===== src/core/cdt_consts.svh =====
`ifndef CDT_CONSTS_SVH
`define CDT_CONSTS_SVH

// Register indices; the APB byte address is four times the index
`define CDT_IDX_CONTROL 6'h1e
`define CDT_IDX_RELOAD_HIGH 6'h1f
`define CDT_IDX_RELOAD_LOW 6'h20
`define CDT_IDX_COUNT_HIGH 6'h21
`define CDT_IDX_COUNT_LOW 6'h22
`define CDT_IDX_IRQ_STATUS 6'h30
`define CDT_IDX_IRQ_MASK 6'h31
`define CDT_IDX_COMMAND 6'h32

// Control register fields
`define CDT_CTL_STOP_RX_BIT 7
`define CDT_CTL_START_HI 5
`define CDT_CTL_START_LO 4
`define CDT_CTL_RELOAD_BIT 3
`define CDT_CTL_CLK_HI 1
`define CDT_CTL_CLK_LO 0
`define CDT_CTL_WRITE_MASK 8'hbb

// Interrupt status and command fields
`define CDT_IRQ_UNDERFLOW_BIT 0
`define CDT_CMD_START_BIT 0
`define CDT_CMD_STOP_BIT 1

// Reset values
`define CDT_CONTROL_RESET 8'h00
`define CDT_RELOAD_RESET 16'h0000
`define CDT_COUNT_RESET 16'h0000
`define CDT_IRQ_MASK_RESET 1'b0

// Carrier is divided by 64 to give 211.875 kHz
`define CDT_CARRIER_DIV_LAST 6'h3f

`endif


===== src/core/cdt_pkg.sv =====
package cdt_pkg;

  typedef enum logic [1:0] {
    cdt_start_none = 2'b00,
    cdt_start_tx_end = 2'b01,
    cdt_start_trim_hold = 2'b10,
    cdt_start_trim_wrap = 2'b11
  } cdt_start_e;

  typedef enum logic [1:0] {
    cdt_clk_carrier = 2'b00,
    cdt_clk_divided = 2'b01,
    cdt_clk_sibling0 = 2'b10,
    cdt_clk_sibling1 = 2'b11
  } cdt_clk_e;

  typedef enum logic [0:0] {
    cdt_st_idle = 1'b0,
    cdt_st_run = 1'b1
  } cdt_state_e;

endpackage : cdt_pkg


===== src/core/cdt_timer.sv =====
`timescale 1ns/1ns
`default_nettype none
`include "cdt_consts.svh"

// Overview of operation
// - Stop-on-receive set halts the timer on the first four frame bits.
// - Stop-on-receive is ignored while a trimming mode is selected.
// - Start field 00 starts only on the start command; 01 also starts when transmission ends.
// - Start 10/11 trim on oscillator edges; 11 underflows, 10 does not.
// - Auto-reload set: at zero reload from reload value and keep counting.
// - Auto-reload clear: count to zero then stop until next start.
// - Every underflow sets the underflow interrupt flag.
// - Select 00 counts carrier ticks; 01 counts the 211.875 kHz tick.
// - Clock select 10/11 count underflows of sibling timer zero or one.
// - Each start loads the counter from high and low reload bytes.
// - Reload writes do not disturb a running count; used at next start or auto-reload.
// - Live count readable as high byte at 21h and low byte at 22h.
module cdt_timer (
  input wire logic pclk,
  input wire logic presetn,
  input wire logic psel,
  input wire logic penable,
  input wire logic pwrite,
  input wire logic [7:0] paddr,
  input wire logic [31:0] pwdata,
  input wire logic [3:0] pstrb,
  output logic [31:0] prdata,
  output logic pready,
  output logic pslverr,
  input wire logic carrier_tick,
  input wire logic tx_end,
  input wire logic rx_first_bits,
  input wire logic lfo_rise,
  input wire logic sibling_timer_zero_underflow,
  input wire logic sibling_timer_one_underflow,
  output logic underflow_pulse,
  output logic timer_running,
  output logic irq
);

  logic [7:0] control_q;
  logic [15:0] reload_value_q;
  logic [15:0] count_q;
  logic irq_status_q;
  logic irq_mask_q;
  logic underflow_d;
  logic div_tick;
  logic count_tick;
  logic start_evt;
  logic stop_evt;
  logic trimming;
  logic access;
  logic wr_en;
  logic mapped;
  logic [5:0] reg_idx;
  logic [31:0] rdata_d;
  cdt_pkg::cdt_state_e state_q;
  cdt_pkg::cdt_start_e start_sel;
  cdt_pkg::cdt_clk_e clk_sel;
  logic auto_reload_enable;
  logic stop_on_receive;
  logic sw_start;
  logic sw_stop;

  // Bus decode: one wait state, the answer comes from flip-flops
  assign access = psel && penable && !pready;
  assign reg_idx = paddr[7:2];
  assign wr_en = access && pwrite && pstrb[0];

  assign start_sel = cdt_pkg::cdt_start_e'(
    control_q[`CDT_CTL_START_HI:`CDT_CTL_START_LO]);
  assign clk_sel = cdt_pkg::cdt_clk_e'(
    control_q[`CDT_CTL_CLK_HI:`CDT_CTL_CLK_LO]);
  assign auto_reload_enable = control_q[`CDT_CTL_RELOAD_BIT];
  assign stop_on_receive = control_q[`CDT_CTL_STOP_RX_BIT];
  assign trimming = (start_sel == cdt_pkg::cdt_start_trim_hold) ||
                    (start_sel == cdt_pkg::cdt_start_trim_wrap);

  assign sw_start = wr_en && (reg_idx == `CDT_IDX_COMMAND) &&
                    pwdata[`CDT_CMD_START_BIT];
  assign sw_stop = wr_en && (reg_idx == `CDT_IDX_COMMAND) &&
                   pwdata[`CDT_CMD_STOP_BIT];

  cdt_tick_div u_div (
    .pclk(pclk),
    .presetn(presetn),
    .carrier_tick(carrier_tick),
    .div_tick(div_tick)
  );

  always_comb begin
    case (clk_sel)
      cdt_pkg::cdt_clk_carrier: count_tick = carrier_tick;
      cdt_pkg::cdt_clk_divided: count_tick = div_tick;
      cdt_pkg::cdt_clk_sibling0: begin
        count_tick = sibling_timer_zero_underflow;
      end
      cdt_pkg::cdt_clk_sibling1: begin
        count_tick = sibling_timer_one_underflow;
      end
      default: count_tick = 1'b0;
    endcase
  end

  // Start and stop events; in trimming an oscillator edge toggles the run
  always_comb begin
    start_evt = sw_start;
    stop_evt = sw_stop;
    case (start_sel)
      cdt_pkg::cdt_start_none: begin
        start_evt = sw_start;
      end
      cdt_pkg::cdt_start_tx_end: begin
        start_evt = sw_start || tx_end;
      end
      cdt_pkg::cdt_start_trim_hold,
      cdt_pkg::cdt_start_trim_wrap: begin
        start_evt = sw_start ||
                    (lfo_rise && (state_q == cdt_pkg::cdt_st_idle));
        stop_evt = sw_stop ||
                   (lfo_rise && (state_q == cdt_pkg::cdt_st_run));
      end
      default: begin
        start_evt = 1'b0;
        stop_evt = 1'b0;
      end
    endcase
    if (stop_on_receive && !trimming && rx_first_bits) begin
      stop_evt = 1'b1;
    end
  end

  // Underflow: a tick while the count stands at zero
  always_comb begin
    underflow_d = (state_q == cdt_pkg::cdt_st_run) && !stop_evt &&
                  !start_evt && count_tick && (count_q == 16'h0000) &&
                  (start_sel != cdt_pkg::cdt_start_trim_hold);
  end

  always_ff @(posedge pclk or negedge presetn) begin
    if (!presetn) begin
      state_q <= cdt_pkg::cdt_st_idle;
    end else if (stop_evt) begin
      state_q <= cdt_pkg::cdt_st_idle;
    end else if (start_evt) begin
      state_q <= cdt_pkg::cdt_st_run;
    end else if (underflow_d && !auto_reload_enable) begin
      state_q <= cdt_pkg::cdt_st_idle;
    end
  end

  always_ff @(posedge pclk or negedge presetn) begin
    if (!presetn) begin
      count_q <= `CDT_COUNT_RESET;
    end else if (stop_evt) begin
      count_q <= count_q;
    end else if (start_evt) begin
      count_q <= reload_value_q;
    end else if (underflow_d && auto_reload_enable) begin
      count_q <= reload_value_q;
    end else if ((state_q == cdt_pkg::cdt_st_run) && count_tick &&
                 (count_q != 16'h0000)) begin
      count_q <= count_q - 16'h0001;
    end
  end

  always_ff @(posedge pclk or negedge presetn) begin
    if (!presetn) begin
      underflow_pulse <= 1'b0;
      timer_running <= 1'b0;
    end else begin
      underflow_pulse <= underflow_d;
      timer_running <= (state_q == cdt_pkg::cdt_st_run);
    end
  end

  // Software registers
  always_ff @(posedge pclk or negedge presetn) begin
    if (!presetn) begin
      control_q <= `CDT_CONTROL_RESET;
    end else if (wr_en && (reg_idx == `CDT_IDX_CONTROL)) begin
      control_q <= pwdata[7:0] & `CDT_CTL_WRITE_MASK;
    end
  end

  // Reload bytes only feed the counter at a start or reload
  always_ff @(posedge pclk or negedge presetn) begin
    if (!presetn) begin
      reload_value_q <= `CDT_RELOAD_RESET;
    end else if (wr_en && (reg_idx == `CDT_IDX_RELOAD_HIGH)) begin
      reload_value_q[15:8] <= pwdata[7:0];
    end else if (wr_en && (reg_idx == `CDT_IDX_RELOAD_LOW)) begin
      reload_value_q[7:0] <= pwdata[7:0];
    end
  end

  always_ff @(posedge pclk or negedge presetn) begin
    if (!presetn) begin
      irq_mask_q <= `CDT_IRQ_MASK_RESET;
    end else if (wr_en && (reg_idx == `CDT_IDX_IRQ_MASK)) begin
      irq_mask_q <= pwdata[`CDT_IRQ_UNDERFLOW_BIT];
    end
  end

  // Set wins over a write-one clear in the same cycle
  always_ff @(posedge pclk or negedge presetn) begin
    if (!presetn) begin
      irq_status_q <= 1'b0;
    end else if (underflow_d) begin
      irq_status_q <= 1'b1;
    end else if (wr_en && (reg_idx == `CDT_IDX_IRQ_STATUS) &&
                 pwdata[`CDT_IRQ_UNDERFLOW_BIT]) begin
      irq_status_q <= 1'b0;
    end
  end

  always_ff @(posedge pclk or negedge presetn) begin
    if (!presetn) begin
      irq <= 1'b0;
    end else begin
      irq <= irq_status_q && irq_mask_q;
    end
  end

  // Read mux
  always_comb begin
    rdata_d = 32'h0000_0000;
    mapped = 1'b1;
    case (reg_idx)
      `CDT_IDX_CONTROL: rdata_d[7:0] = control_q;
      `CDT_IDX_RELOAD_HIGH: rdata_d[7:0] = reload_value_q[15:8];
      `CDT_IDX_RELOAD_LOW: rdata_d[7:0] = reload_value_q[7:0];
      `CDT_IDX_COUNT_HIGH: rdata_d[7:0] = count_q[15:8];
      `CDT_IDX_COUNT_LOW: rdata_d[7:0] = count_q[7:0];
      `CDT_IDX_IRQ_STATUS: rdata_d[0] = irq_status_q;
      `CDT_IDX_IRQ_MASK: rdata_d[0] = irq_mask_q;
      `CDT_IDX_COMMAND: rdata_d = 32'h0000_0000;
      default: mapped = 1'b0;
    endcase
  end

  always_ff @(posedge pclk or negedge presetn) begin
    if (!presetn) begin
      pready <= 1'b0;
      pslverr <= 1'b0;
      prdata <= 32'h0000_0000;
    end else begin
      pready <= access;
      pslverr <= access && !mapped;
      if (access && !pwrite) begin
        prdata <= rdata_d;
      end
    end
  end

endmodule : cdt_timer

`default_nettype wire


===== src/core/cdt_tick_div.sv =====
`timescale 1ns/1ns
`default_nettype none
`include "cdt_consts.svh"

module cdt_tick_div (
  input wire logic pclk,
  input wire logic presetn,
  input wire logic carrier_tick,
  output logic div_tick
);

  logic [5:0] div_cnt_q;

  always_ff @(posedge pclk or negedge presetn) begin
    if (!presetn) begin
      div_cnt_q <= 6'h00;
    end else if (carrier_tick) begin
      div_cnt_q <= div_cnt_q + 6'h01;
    end
  end

  always_ff @(posedge pclk or negedge presetn) begin
    if (!presetn) begin
      div_tick <= 1'b0;
    end else begin
      div_tick <= carrier_tick && (div_cnt_q == `CDT_CARRIER_DIV_LAST);
    end
  end

endmodule : cdt_tick_div

`default_nettype wire


===== config.mk =====
export PLATFORM = sky130hd
export DESIGN_NAME = cdt_timer
export DESIGN_NICKNAME = d
export VERILOG_FILES = /design/src/core/cdt_pkg.sv /design/src/core/cdt_timer.sv /design/src/core/cdt_tick_div.sv
export VERILOG_INCLUDE_DIRS = /design/src /design/src/core
export SDC_FILE = /design/constraint.sdc
export NUM_CORES = 1
export LEC_CHECK = 0
export BUFFER_PORTS_ARGS = -buffer_cell sky130_fd_sc_hd__buf_4
export CAP_MARGIN = 40
export CORE_UTILIZATION = 53
export DETAILED_ROUTE_END_ITERATION = 10
export GPL_TIMING_DRIVEN = 0
export PLACE_DENSITY = 0.91
export SLEW_MARGIN = 20
export SYNTH_ARGS = -nofsm -noshare
export SYNTH_HDL_FRONTEND = slang
export SYNTH_SLANG_ARGS = --single-unit

===== constraint.sdc =====
create_clock -name pclk -period 3.3 [get_ports pclk]
set_input_delay 0.165 -clock pclk [delete_from_list [all_inputs] [get_ports pclk]]
set_output_delay 0.165 -clock pclk [all_outputs]
set_load 0.01 [all_outputs]

== Word-level counts from Yosys, hierarchy flattened ==
Cells that the tools add are included.
Widths: inputs -> output; s select.
Cells by class
  reduce and logical (&&, ||, !) cells: 52
  muxes and demuxes: 15
  eq/ne operators: 16
  bitwise logic cells: 3
  $add $sub $neg: 2
Operators by type and width (count)
  $mux 16: 3
  $eq 6x6->1 const B: 7
  $pmux 7 s5: 1
  $logic_and 1x1->1: 30
  $logic_not 16->1: 1
  $reduce_bool 16->1: 1
  $sub 16x1->16 const B: 1
  $eq 6x5->1 const B: 2
  $eq 2x2->1 const B: 4
  $mux 1: 8
  $reduce_or 8->1: 1
  $logic_not 1->1: 7
  $pmux 1 s7: 1
  $add 6x1->6 const B: 1
  $reduce_bool 3->1: 2
  $eq 2x1->1 const B: 2
  $logic_not 2->1: 2
  $logic_or 1x1->1: 4
  $pmux 1 s4: 1
  $reduce_and 2->1: 2
  $not 1->1: 3
  $pmux 1 s3: 1
  $ne 2x2->1 const B: 1
  $reduce_bool 2->1: 1
  $reduce_or 2->1: 1
Word-level totals
  output and inout port bits: 37
  register bits: 61
  word-level logic and storage cells: 103

== Logic depth before layout (Yosys ltp) ==
Gate-level depths: netlist of run 1.
  word-level depth: 19
  depth in mapped cells: 10
  mapped depth without buffers: 8

== Cells and area by module ==
From an unflattened synthesis of run 1, not the netlist that was laid out.
Second synthesis, totals
  cell total of the unflattened synthesis: 340
  area total of the unflattened synthesis: 3482.1 µm²
By module, submodules not included
  cdt_timer: area each 3199.3 µm², times used 1, cells an instance 319, seq. area each 1351.3 µm²
  cdt_tick_div: area each 282.8 µm², times used 1, cells an instance 21, seq. area each 175.2 µm²

== Worst setup path before layout of run 1 ==
No wires, ideal clock.
  path type: flip-flop to flip-flop
  start: reg count_q[0]
  end: reg count_q[10]
  required time: 3.174 ns
  slack: 1.026 ns
  arrival time: 2.147 ns
  stages on the path, launching flop included: 10
  cells stage by stage: dfrtp_1 -> inv_1 -> ha_1 -> nor4b_2 -> nand4_1 -> or4_4 -> and2_4 -> buf_6 -> mux2_4 -> o32a_1
On the way
  word-level cells in the longest chain between the ends: 6
Ends and longest elaborated chain
  start: declaration: RTL line cdt_timer.sv:43  | logic [15:0] count_q;
  start signal: assignment: RTL line cdt_timer.sv:154  | count_q <= `CDT_COUNT_RESET;
  start signal: assignment: RTL line cdt_timer.sv:156  | count_q <= count_q;
  start signal: assignment: RTL line cdt_timer.sv:158  | count_q <= reload_value_q;
  branches (longest 6 deep; another with $sub 16x1->16)
Several ways; the timed one is not identified. The select of a mux whose other input is x is not followed.
A chain may end at the register's enable or synchronous reset.

== Worst setup path in the final report of run 1 ==
Same ends and word-level chain as after synthesis.

==> reports/summary.txt, run 1 <==
Final GP Congestion: 0.923
Async S/R FF share, synth: 1.00
Data required, critical path: 3.52 ns
final net count: 473
CP Capture Type: flip-flop
gr ovfl total: 0
Antenna diodes: 0
Post-DRT Antenna Nets: 0
first-pass GRT wire length: 14000 um
Area Growth Syn to Fin: 19.5%
Main synth FF type: dfrtp_1
R2R Path Start: count_q[0]
drt drc: 0
Reg clk slew, reported paths: 0.07 ns
Vias/cell: 5.87
flops & latches, synth: 61
actual slew at the worst max-slew pin: 0.742 ns
Worst IR Drop VDD: 0.000361 V
Hold Fails Final Rpt: 0
Ys Warns: 0
combinational group share of total power: 0.270
Fin Hold WS: 0.0609 ns
Finished Cell Area: 0.00413 mm2
sequential fraction of design power: 0.461
Worst EP arrival: 2.88 ns
worst path cell trace: inv_1 > ha_1 > nor4b_2 > nand4_1 > or4_4 > and2_4 > buf_6 > mux2_4 > o32a_1
core area: 0.00631 mm2
CTS Buf Count: 9
clock sink count: 61
Setup TNS Final: 0 ns
Rows: 29
DRT iter0 DRCs: 428
Worst path max stage delay: 0.48 ns
# setup viols final: 0
CTS Root Cell: clkbuf_8
clk_skew: 0.00540 ns
crit path time final: 2.66 ns
clock power share: 0.269
CP max FO: 7
slew margin rel.: 0.505
DRT Wirelength: 8680 um
DP Area: 0.00391 mm2
register area share after synthesis: 0.442
RSZ-0062 raised after global routing: no
Place WS: 0.531 ns
P per Cell Area: 555 mW/mm2
die area: 0.00685 mm2
Worst-Skew Late Latency: 0.34 ns
Switching Share: 0.338
post-cts sizing count: 0
H-tree levels: 3
mapped cell area: 0.00346 mm2
Startpoint Class: flip-flop
Setup crit start: count_q[0]
switching power: 777 uW
Ports: 92
Max Cap Viol: 0
layout cells sized above 1: 0.269
Routed wire per std cell: 17.5 um
status: finished, final reports clean
Max clock buf depth: 2
hold_sp: pwdata[2]
fmax: 377 MHz
synth unique cells: 54
vias in the first global route: 2799
dpl hpwl: 6290 um
Gate Count Post-Synth: 342
hold_buf cts: 1
Die Span Y: 82.8 um
worst setup path class: reg2reg
postcts setup bufs: 0
Final WS setup: 0.645 ns
aggregate global-route resource usage: 0.281
Pint: 1.52 mW
port buffer count: 36
Slew Viols, Final: 0
maximum number of pins on one net before global-route repair: 62
synthesized area per cell: 10.1 um2
Worst path slowest cell: or4_4
LEAKAGE: 2.00 nW
Die X: 82.8 um
Post-Route Utilization: 0.654
DRT Pass-1 Iters: 7
Vias: 2918
CTS tree: done
initial antenna violation count: 0
period utilization: 0.805
Post-synth EDFFs: 0
Tightest Hold Check Type: in2reg
Starting Density: 0.547
layout by cell type, fill, tap and decap left out, types with 13 or more instances in the layout:
cell / count
nand2_1: 23
dfrtp_1: 61
clkbuf_1: 13
a21oi_1: 20
mux2i_1: 17
buf_4: 60
conb_1: 24
nor2_1: 30
mux2_2: 25
Yosys cell counts (2+ instances only):
| cell type | n | area [um2] |
|---|---|---|
| a21oi_1 | 20 | 100 |
| clkbuf_1 | 9 | 33.8 |
| inv_1 | 7 | 26.3 |
| ha_1 | 2 | 25.0 |
| o211ai_1 | 2 | 15.0 |
| nor3_1 | 12 | 60.1 |
| nand3_1 | 12 | 60.1 |
| nor4_1 | 4 | 25.0 |
| a31oi_1 | 2 | 12.5 |
| a2bb2oi_1 | 8 | 70.1 |
| buf_4 | 24 | 180 |
| a211oi_1 | 8 | 60.1 |
| mux2i_1 | 17 | 170 |
| nand2b_1 | 3 | 18.8 |
| buf_6 | 2 | 22.5 |
| nor2b_1 | 3 | 18.8 |
| nand4_1 | 6 | 37.5 |
| mux2_2 | 25 | 282 |
| nor3b_1 | 6 | 45.0 |
| dfrtp_1 | 61 | 1530 |
| o21ai_0 | 5 | 25.0 |
| or3_1 | 4 | 25.0 |
| a221oi_1 | 9 | 78.8 |
| xnor2_1 | 3 | 26.3 |
| nand2_1 | 23 | 86.3 |
| buf_2 | 5 | 25.0 |
| nand3b_1 | 2 | 15.0 |
| xor2_1 | 2 | 17.5 |
| nor2_1 | 30 | 113 |
| a21o_1 | 2 | 15.0 |
cell type report:
cell class,count,area (um2)
Clock buffer,13,139
Fill cell,501,2180
Tap cell,77,96.3
Clock inverter,2,35.0
Buffer,41,265
Timing Repair Buffer,40,318
Multi-Input combinational cell,256,1720
Sequential cell,61,1530
Inverter,7,26.3
power groups by stage:
stage / registers [mW] / logic [mW] / clock network (mW)
2_1_floorplan: 1.02 / 0.415 / 0
3_3_place_gp: 1.05 / 0.583 / 0
3_5_place_dp: 1.06 / 0.602 / 0
4_1_cts: 1.05 / 0.605 / 0.620
5_1_grt: 1.07 / 0.685 / 0.650
6_report: 1.06 / 0.619 / 0.617
layer usage:
metal	GRT usage	up-vias	part of all wire	routed length, um
met3	0.0659	32	0.079	688
met5	0	-	0	0
met2	0.455	140	0.49	4280
met1	0.362	1386	0.40	3500
met4	0.112	0	0.025	215
li1	-	1360	-	-
stage by stage:
step	cells	total power [mW]
floorplan	365	1.44
global placement	478	1.63
detailed placement	479	1.66
CTS	495	2.28
global route	497	2.41
finish	497	2.29
logic make-up (layout without fill, tap and decap cells):
| kind of cell | count (synthesis) | after routing | share of synthesized area |
|---|---|---|---|
| AND/OR/NAND/NOR | 116 | 116 | 0.180 |
| AO/OA/AOI/OAI | 65 | 65 | 0.131 |
| flip-flops | 61 | 61 | 0.442 |
| buffers and inverters | 48 | 103 | 0.0844 |
| multiplexers | 44 | 44 | 0.143 |
| XOR/XNOR | 5 | 5 | 0.0127 |
| adder cells (fa/ha/maj) | 2 | 2 | 0.00724 |
| other | 1 | 24 | 0.00109 |
flip-flops by register name, indices dropped and copies added, names as in the netlist:
| register | count |
|---|---|
| control_q | 6 |
| u_div.div_cnt_q | 6 |
| timer_running | 1 |
| irq_mask_q | 1 |
| irq | 1 |
| reload_value_q | 16 |
| u_div.div_tick | 1 |
| underflow_pulse | 1 |
| count_q | 16 |
| pslverr | 1 |
| prdata | 8 |
| pready | 1 |
| irq_status_q | 1 |
| state_q | 1 |
worst paths after layout:
kind | end | slack [ns] | depth (start not counted)
worst max-delay path | count_q[10] | 0.64 | 9
worst min-delay path | reload_value_q[10] | 0.06 | 2
worst max register to register | count_q[10] | 0.64 | 9
worst min register to register | u_div.div_cnt_q[5] | 0.48 | 1
max in group asynchronous | u_div.div_cnt_q[0] | 2.66 | 3
min in group asynchronous | count_q[2] | 0.16 | 2
worst max-delay path: cells and delay by family (launching register included):
kind | cells | cell delay [ns]
buffers and inverters | 2 | 0.26
multiplexers | 1 | 0.29
AND/OR/NAND/NOR | 4 | 1.16
adder cells (fa/ha/maj) | 1 | 0.25
AO/OA/AOI/OAI | 1 | 0.15
flip-flops | 1 | 0.43
No activity file was read; power rests on OpenSTA's default activity.
==> run 2: changes to the inputs <==
CORE_UTILIZATION = 48   (was 53)
PLACE_DENSITY = 0.88   (was 0.91)
clock period = 2.33 ns   (was 3.3 ns; I/O delays follow)
==> run 2 against run 1 <==
Utilization is 2.5 points lower. Non-clock buffer count is 5 higher. Largest cell class unchanged. Global-route usage is 2.9 points lower. Clock power is 42% higher. First-iteration DRC count is 34% lower. Final area is 4.6% higher. Combinational power is 60% higher. Via count is 3.4% higher. Sequential share of layout area is 1.5 points lower. Largest power group unchanged.
==> reports/summary.txt, run 2 (synthesis gave the netlist of run 1 again) <==
core area: 0.00687 mm2 (was 0.00631 mm2)
DRT iter0 DRCs: 282 (was 428)
Routed wire per std cell: 17.2 um (was 17.5 um)
Place WS: -0.395 ns (was 0.531 ns)
Pint: 2.24 mW (was 1.52 mW)
Antenna diodes: 0 (unchanged)
combinational group share of total power: 0.288 (was 0.270)
Area Growth Syn to Fin: 25.0% (was 19.5%)
CP max FO: 7 (unchanged)
# fillers: 550 (was 501)
Fin Hold WS: 0.00337 ns (was 0.0609 ns)
final net count: 478 (was 473)
P per Cell Area: 797 mW/mm2 (was 555 mW/mm2)
sequential fraction of design power: 0.458 (was 0.461)
Vias/cell: 5.79 (was 5.87)
aggregate global-route resource usage: 0.252 (was 0.281)
Tightest Hold Check Type: in2reg (unchanged)
Starting Density: 0.503 (was 0.547)
initial antenna violation count: 0 (unchanged)
Hold Fails Final Rpt: 0 (unchanged)
Data required, critical path: 2.56 ns (was 3.52 ns)
gr ovfl total: 0 (unchanged)
Worst-Skew Late Latency: 0.35 ns (was 0.34 ns)
DRT Wirelength: 8970 um (was 8680 um)
H-tree levels: 3 (unchanged)
Max clock buf depth: 2 (unchanged)
Die X: 86.9 um (was 82.8 um)
period utilization: 0.962 (was 0.805)
Final WS setup: 0.0894 ns (was 0.645 ns)
Max Cap Viol: 0 (unchanged)
Reg clk slew, reported paths: 0.07 ns (about the same)
Multi-input gate area: 0.00183 mm2 (was 0.00172 mm2)
CTS Root Cell: clkbuf_8 (unchanged)
Startpoint Class: flip-flop (unchanged)
maximum number of pins on one net before global-route repair: 62 (unchanged)
fmax: 446 MHz (was 377 MHz)
Worst EP arrival: 2.47 ns (was 2.88 ns)
most common cell after layout, fill and taps aside: buf_4 (was dfrtp_1)
die area: 0.00754 mm2 (was 0.00685 mm2)
Final GP Congestion: 0.962 (was 0.923)
crit path time final: 2.24 ns (was 2.66 ns)
switching power: 1.20 mW (was 777 uW)
CTS Buf Count: 9 (unchanged)
largest registers: count_q: 16 flops, reload_value_q: 16 flops, prdata: 8 flops (unchanged)
# setup viols final: 0 (unchanged)
CP Capture Type: flip-flop (unchanged)
status: finished, final reports clean (unchanged)
Worst IR Drop VDD: 0.000459 V (was 0.000361 V)
worst setup path class: reg2reg (unchanged)
clk_skew: 0.0100 ns (was 0.00540 ns)
clock power share: 0.254 (was 0.269)
Rows: 30 (was 29)
slew margin rel.: 0.440 (was 0.505)
Post-DRT Antenna Nets: 0 (unchanged)
final std cells w/o fill: 521 (was 497)
first-pass GRT wire length: 14400 um (was 14000 um)
Switching Share: 0.350 (was 0.338)
actual slew at the worst max-slew pin: 0.840 ns (was 0.742 ns)
CTS tree: done (unchanged)
Placed Cells: 498 (was 479)
layout cells sized above 1: 0.329 (was 0.269)
dpl hpwl: 6300 um (was 6290 um)
register area: 0.00153 mm2 (about the same)
Post-Route Utilization: 0.629 (was 0.654)
drt drc: 0 (unchanged)
Vias: 3018 (was 2918)
vias in the first global route: 2860 (was 2799)
DRT Pass-1 Iters: 7 (unchanged)
LEAKAGE: 2.06 nW (was 2.00 nW)
Die Span Y: 86.9 um (was 82.8 um)
Ports: 92 (unchanged)
port buffer count: 36 (unchanged)
clock sink count: 61 (unchanged)
Slew Viols, Final: 0 (unchanged)
commonest cells after routing, fill and taps aside: buf_4 (72), dfrtp_1 (57), nor2_1 (29) (was dfrtp_1 (61), buf_4 (60), nor2_1 (30))
==> run 2: changes by cell type in the layout (fill, tap and decap cells not counted), moves of 3 or more <==
cell	change
buf_2	-3
buf_4	+12
clkbuf_1	-5
clkbuf_8	+3
dfrtp_1	-4
dfrtp_2	+4
==> run 2: final timing paths <==
| path | cells after the start | slack (ns) | from | to |
|---|---|---|---|---|
| worst max-delay path | 8 | 0.09 | count_q[0] | count_q[10] |
| worst min-delay path | 2 | 0.003 | pwdata[2] | reload_value_q[10] |
| worst max register to register | 8 | 0.09 | count_q[0] | count_q[10] |
| worst min register to register | 1 | 0.48 | u_div.div_cnt_q[5] | u_div.div_cnt_q[5] |
| max in group asynchronous | 3 | 1.76 | presetn | count_q[4] |
| min in group asynchronous | 2 | 0.09 | presetn | count_q[2] |
==> run 2: area by class of cell <==
| cell class | instances | share of cell area |
|---|---|---|
| Multi-Input combinational cell | 256 | 0.423 |
| Sequential cell | 61 | 0.355 |
| Timing Repair Buffer | 50 | 0.0921 |
| Clock buffer | 14 | 0.0400 |
| Buffer | 36 | 0.0550 |
| Clock inverter | 1 | 0.00116 |
| Inverter | 7 | 0.00608 |
| Tap cell | 96 | 0.0278 |
==> run 2: through the flow <==
step / power [mW] / TNS (ns) / instance area (um2)
finish: 3.44 / 0 / 4320
global route: 3.60 / -0.00524 / 4320
CTS: 3.34 / -0.000598 / 4220
detailed placement: 2.36 / -4.64 / 3940
global placement: 2.32 / -3.94 / 3930
floorplan: 2.04 / 0 / 3540
==> run 2: routing by layer <==
layer	vias to the layer above	GRT usage	part of all wire
met4	0	0.129	0.033
met3	35	0.0379	0.069
li1	1361	-	-
met2	148	0.397	0.47
met1	1474	0.339	0.42
met5	-	0	0
==> run 2: what timing repair did <==
item / 4_1_cts / 5_1_grt
setup endpoints to repair: 16 / 16
resized for setup: 18 / 8
hold buffers: 1 / 0
setup buffers: 5 / 6
endpoints found under the hold margin: 61 / 0
pin swaps: 6 / 5
==> run 2: critical path, stage by stage (launching register included) <==
cell and delay (ns):
dfrtp_1 0.41, inv_2 0.09, ha_4 0.13, nor4b_4 0.20, nand4_1 0.16, or4_4 0.47
and2_4 0.21, mux2_4 0.30, o32a_1 0.16
==> run 2: power by group through the flow <==
stage | sequential, mW | clock (mW) | combinational, mW
after detailed placement | 1.50 | 0 | 0.864
after CTS | 1.57 | 0.868 | 0.904
after global placement | 1.48 | 0 | 0.836
final | 1.58 | 0.874 | 0.990
after global routing | 1.61 | 0.911 | 1.07
after floorplan | 1.45 | 0 | 0.588
==> run 3: changes to the inputs <==
CORE_MARGIN = 2   (was default)
==> run 3 against run 2 <==
First-iteration DRC count rose by 7.8%. Sequential cell count did not move. Final area barely moved. Clock power rose by 2.5%. Total power barely moved. Maximum frequency fell by 1.0%. Clock-buffer cell count fell by 2. Non-clock buffer count rose by 1. Critical endpoint is now count_q[3]. Largest power group unchanged.
==> reports/summary.txt, run 3 (synthesis gave the netlist of run 1 again) <==
H-tree levels: 3 (unchanged)
P per Cell Area: 797 mW/mm2 (about the same)
drt drc: 0 (unchanged)
aggregate global-route resource usage: 0.240 (was 0.252)
fmax: 442 MHz (was 446 MHz)
CTS Root Cell: clkbuf_8 (unchanged)
Antenna diodes: 0 (unchanged)
Die X: 88.9 um (was 86.9 um)
Worst EP arrival: 2.51 ns (was 2.47 ns)
crit path time final: 2.26 ns (was 2.24 ns)
# setup viols final: 0 (unchanged)
Vias/cell: 5.83 (was 5.79)
CTS tree: done (unchanged)
vias in the first global route: 2806 (was 2860)
Worst IR Drop VDD: 0.000519 V (was 0.000459 V)
die area: 0.00789 mm2 (was 0.00754 mm2)
first-pass GRT wire length: 14200 um (was 14400 um)
Fin Hold WS: 0.00961 ns (was 0.00337 ns)
gr ovfl total: 0 (unchanged)
DRT Pass-1 Iters: 5 (was 7)
Post-DRT Antenna Nets: 0 (unchanged)
status: finished, final reports clean (unchanged)
core area: 0.00687 mm2 (unchanged)
Worst path slowest cell: or4_4 (unchanged)
Max clock buf depth: 2 (unchanged)
PnR Total Power: 3.44 mW (about the same)
CP Capture Type: flip-flop (unchanged)
initial antenna violation count: 0 (unchanged)
clk_skew: 0.00653 ns (was 0.0100 ns)
CTS Buf Count: 9 (unchanged)
DRT iter0 DRCs: 304 (was 282)
period utilization: 0.971 (was 0.962)
Worst-Skew Late Latency: 0.34 ns (was 0.35 ns)
Hold Fails Final Rpt: 0 (unchanged)
slew margin rel.: 0.442 (was 0.440)
CP max FO: 10 (was 7)
port buffer count: 36 (unchanged)
Worst path max stage delay: 0.47 ns (about the same)
layout cells sized above 1: 0.329 (unchanged)
Area Growth Syn to Fin: 24.9% (was 25.0%)
Final GP Congestion: 0.992 (was 0.962)
Startpoint Class: flip-flop (unchanged)
actual slew at the worst max-slew pin: 0.837 ns (was 0.840 ns)
Slew Viols, Final: 0 (unchanged)
commonest cells after routing, fill and taps aside: buf_4 (71), dfrtp_1 (56), nor2_1 (29) (was buf_4 (72), dfrtp_1 (57), nor2_1 (29))
dpl hpwl: 6240 um (was 6300 um)
Reg clk slew, reported paths: 0.06 ns (was 0.07 ns)
worst setup path class: reg2reg (unchanged)
DRT Wirelength: 8900 um (was 8970 um)
Tightest Hold Check Type: in2reg (unchanged)
Routed wire per std cell: 17.1 um (was 17.2 um)
most common cell after layout, fill and taps aside: buf_4 (unchanged)
final net count: 479 (was 478)
Ports: 92 (unchanged)
worst path cell trace: inv_2 > ha_4 > nor4b_4 > nand4_1 > or4_4 > and2_4 > buf_6 > mux2i_1 > a2bb2oi_1 (was inv_2 > ha_4 > nor4b_4 > nand4_1 > or4_4 > and2_4 > mux2_4 > o32a_1)
LEAKAGE: 2.05 nW (was 2.06 nW)
Die Span Y: 88.9 um (was 86.9 um)
clock sink count: 61 (unchanged)
Vias: 3040 (was 3018)
Starting Density: 0.503 (unchanged)
Rows: 30 (unchanged)
Max Cap Viol: 0 (unchanged)
maximum number of pins on one net before global-route repair: 62 (unchanged)
largest registers: count_q: 16 flops, reload_value_q: 16 flops, prdata: 8 flops (unchanged)
Data required, critical path: 2.58 ns (was 2.56 ns)
==> run 3: cell types whose count changed in the layout (fill, tap and decap cells not counted), sizes merged <==
cell	delta
clkbuf	-1
bufinv	+1
==> run 3: area by class of cell <==
cell class / count / area (um2)
inverter: 7 / 26.3
multi-input combinational: 256 / 1820
clock buffer: 12 / 145
buffer: 38 / 246
sequential: 61 / 1530
fill: 558 / 2550
timing repair buffer: 49 / 390
tap: 96 / 120
clock inverter: 2 / 35.0
==> run 3: worst max-delay path, delay by kind of cell, from the launching register on <==
family	cells	cell delay, ns
compound gates	1	0.20
fa+ha+maj	1	0.13
mux	1	0.12
flops	1	0.41
simple gates	4	1.06
buf+inv	2	0.25
==> run 3: where the power goes <==
part | leakage, nW | switching, mW | internal [mW] | total [mW]
registers | 0.781 | 0.287 | 1.27 | 1.56
logic | 1.17 | 0.499 | 0.487 | 0.987
clock network | 0.0923 | 0.386 | 0.510 | 0.896
total | 2.05 | 1.17 | 2.27 | 3.44
==> run 3: timing repair <==
action | CTS | global route
hold endpoints to repair | 61 | 0
buffers inserted | 6 | 4
setup endpoints to repair | 16 | 16
resized for setup | 19 | 7
pin swaps | 4 | 4
hold buffers | 1 | 0
==> run 3: worst paths after layout <==
| kind | startpoint | endpoint | slack [ns] | cells past startpoint |
|---|---|---|---|---|
| max | count_q[1] | count_q[3] | 0.07 | 9 |
| min | pwdata[6] | reload_value_q[6] | 0.01 | 2 |
| max reg2reg | count_q[1] | count_q[3] | 0.07 | 9 |
| min reg2reg | u_div.div_cnt_q[5] | u_div.div_cnt_q[5] | 0.47 | 1 |
| max in group asynchronous | presetn | reload_value_q[8] | 1.65 | 3 |
| min in group asynchronous | presetn | count_q[2] | 0.18 | 2 |
==> run 3: per-stage QoR <==
stage / setup WS (ns) / std cells / utilization / TNS [ns] / instance area [um2]
final: 0.0667 / 521 / 0.629 / 0 / 4320
after global routing: -0.00714 / 521 / 0.629 / -0.0142 / 4320
after CTS: 0.0216 / 516 / 0.617 / 0 / 4240
after detailed placement: -0.446 / 498 / 0.574 / -5.26 / 3940
after global placement: -0.353 / 497 / 0.572 / -4.18 / 3930
after floorplan: 0.0565 / 365 / - / 0 / 3540
==> run 3: layer usage <==
metal | vias up | GRT usage | wire (um)
li1 | 1355 | - | -
met1 | 1458 | 0.315 | 3600
met2 | 188 | 0.374 | 4170
met3 | 39 | 0.0616 | 829
met4 | 0 | 0.112 | 303
met5 | - | 0 | 0
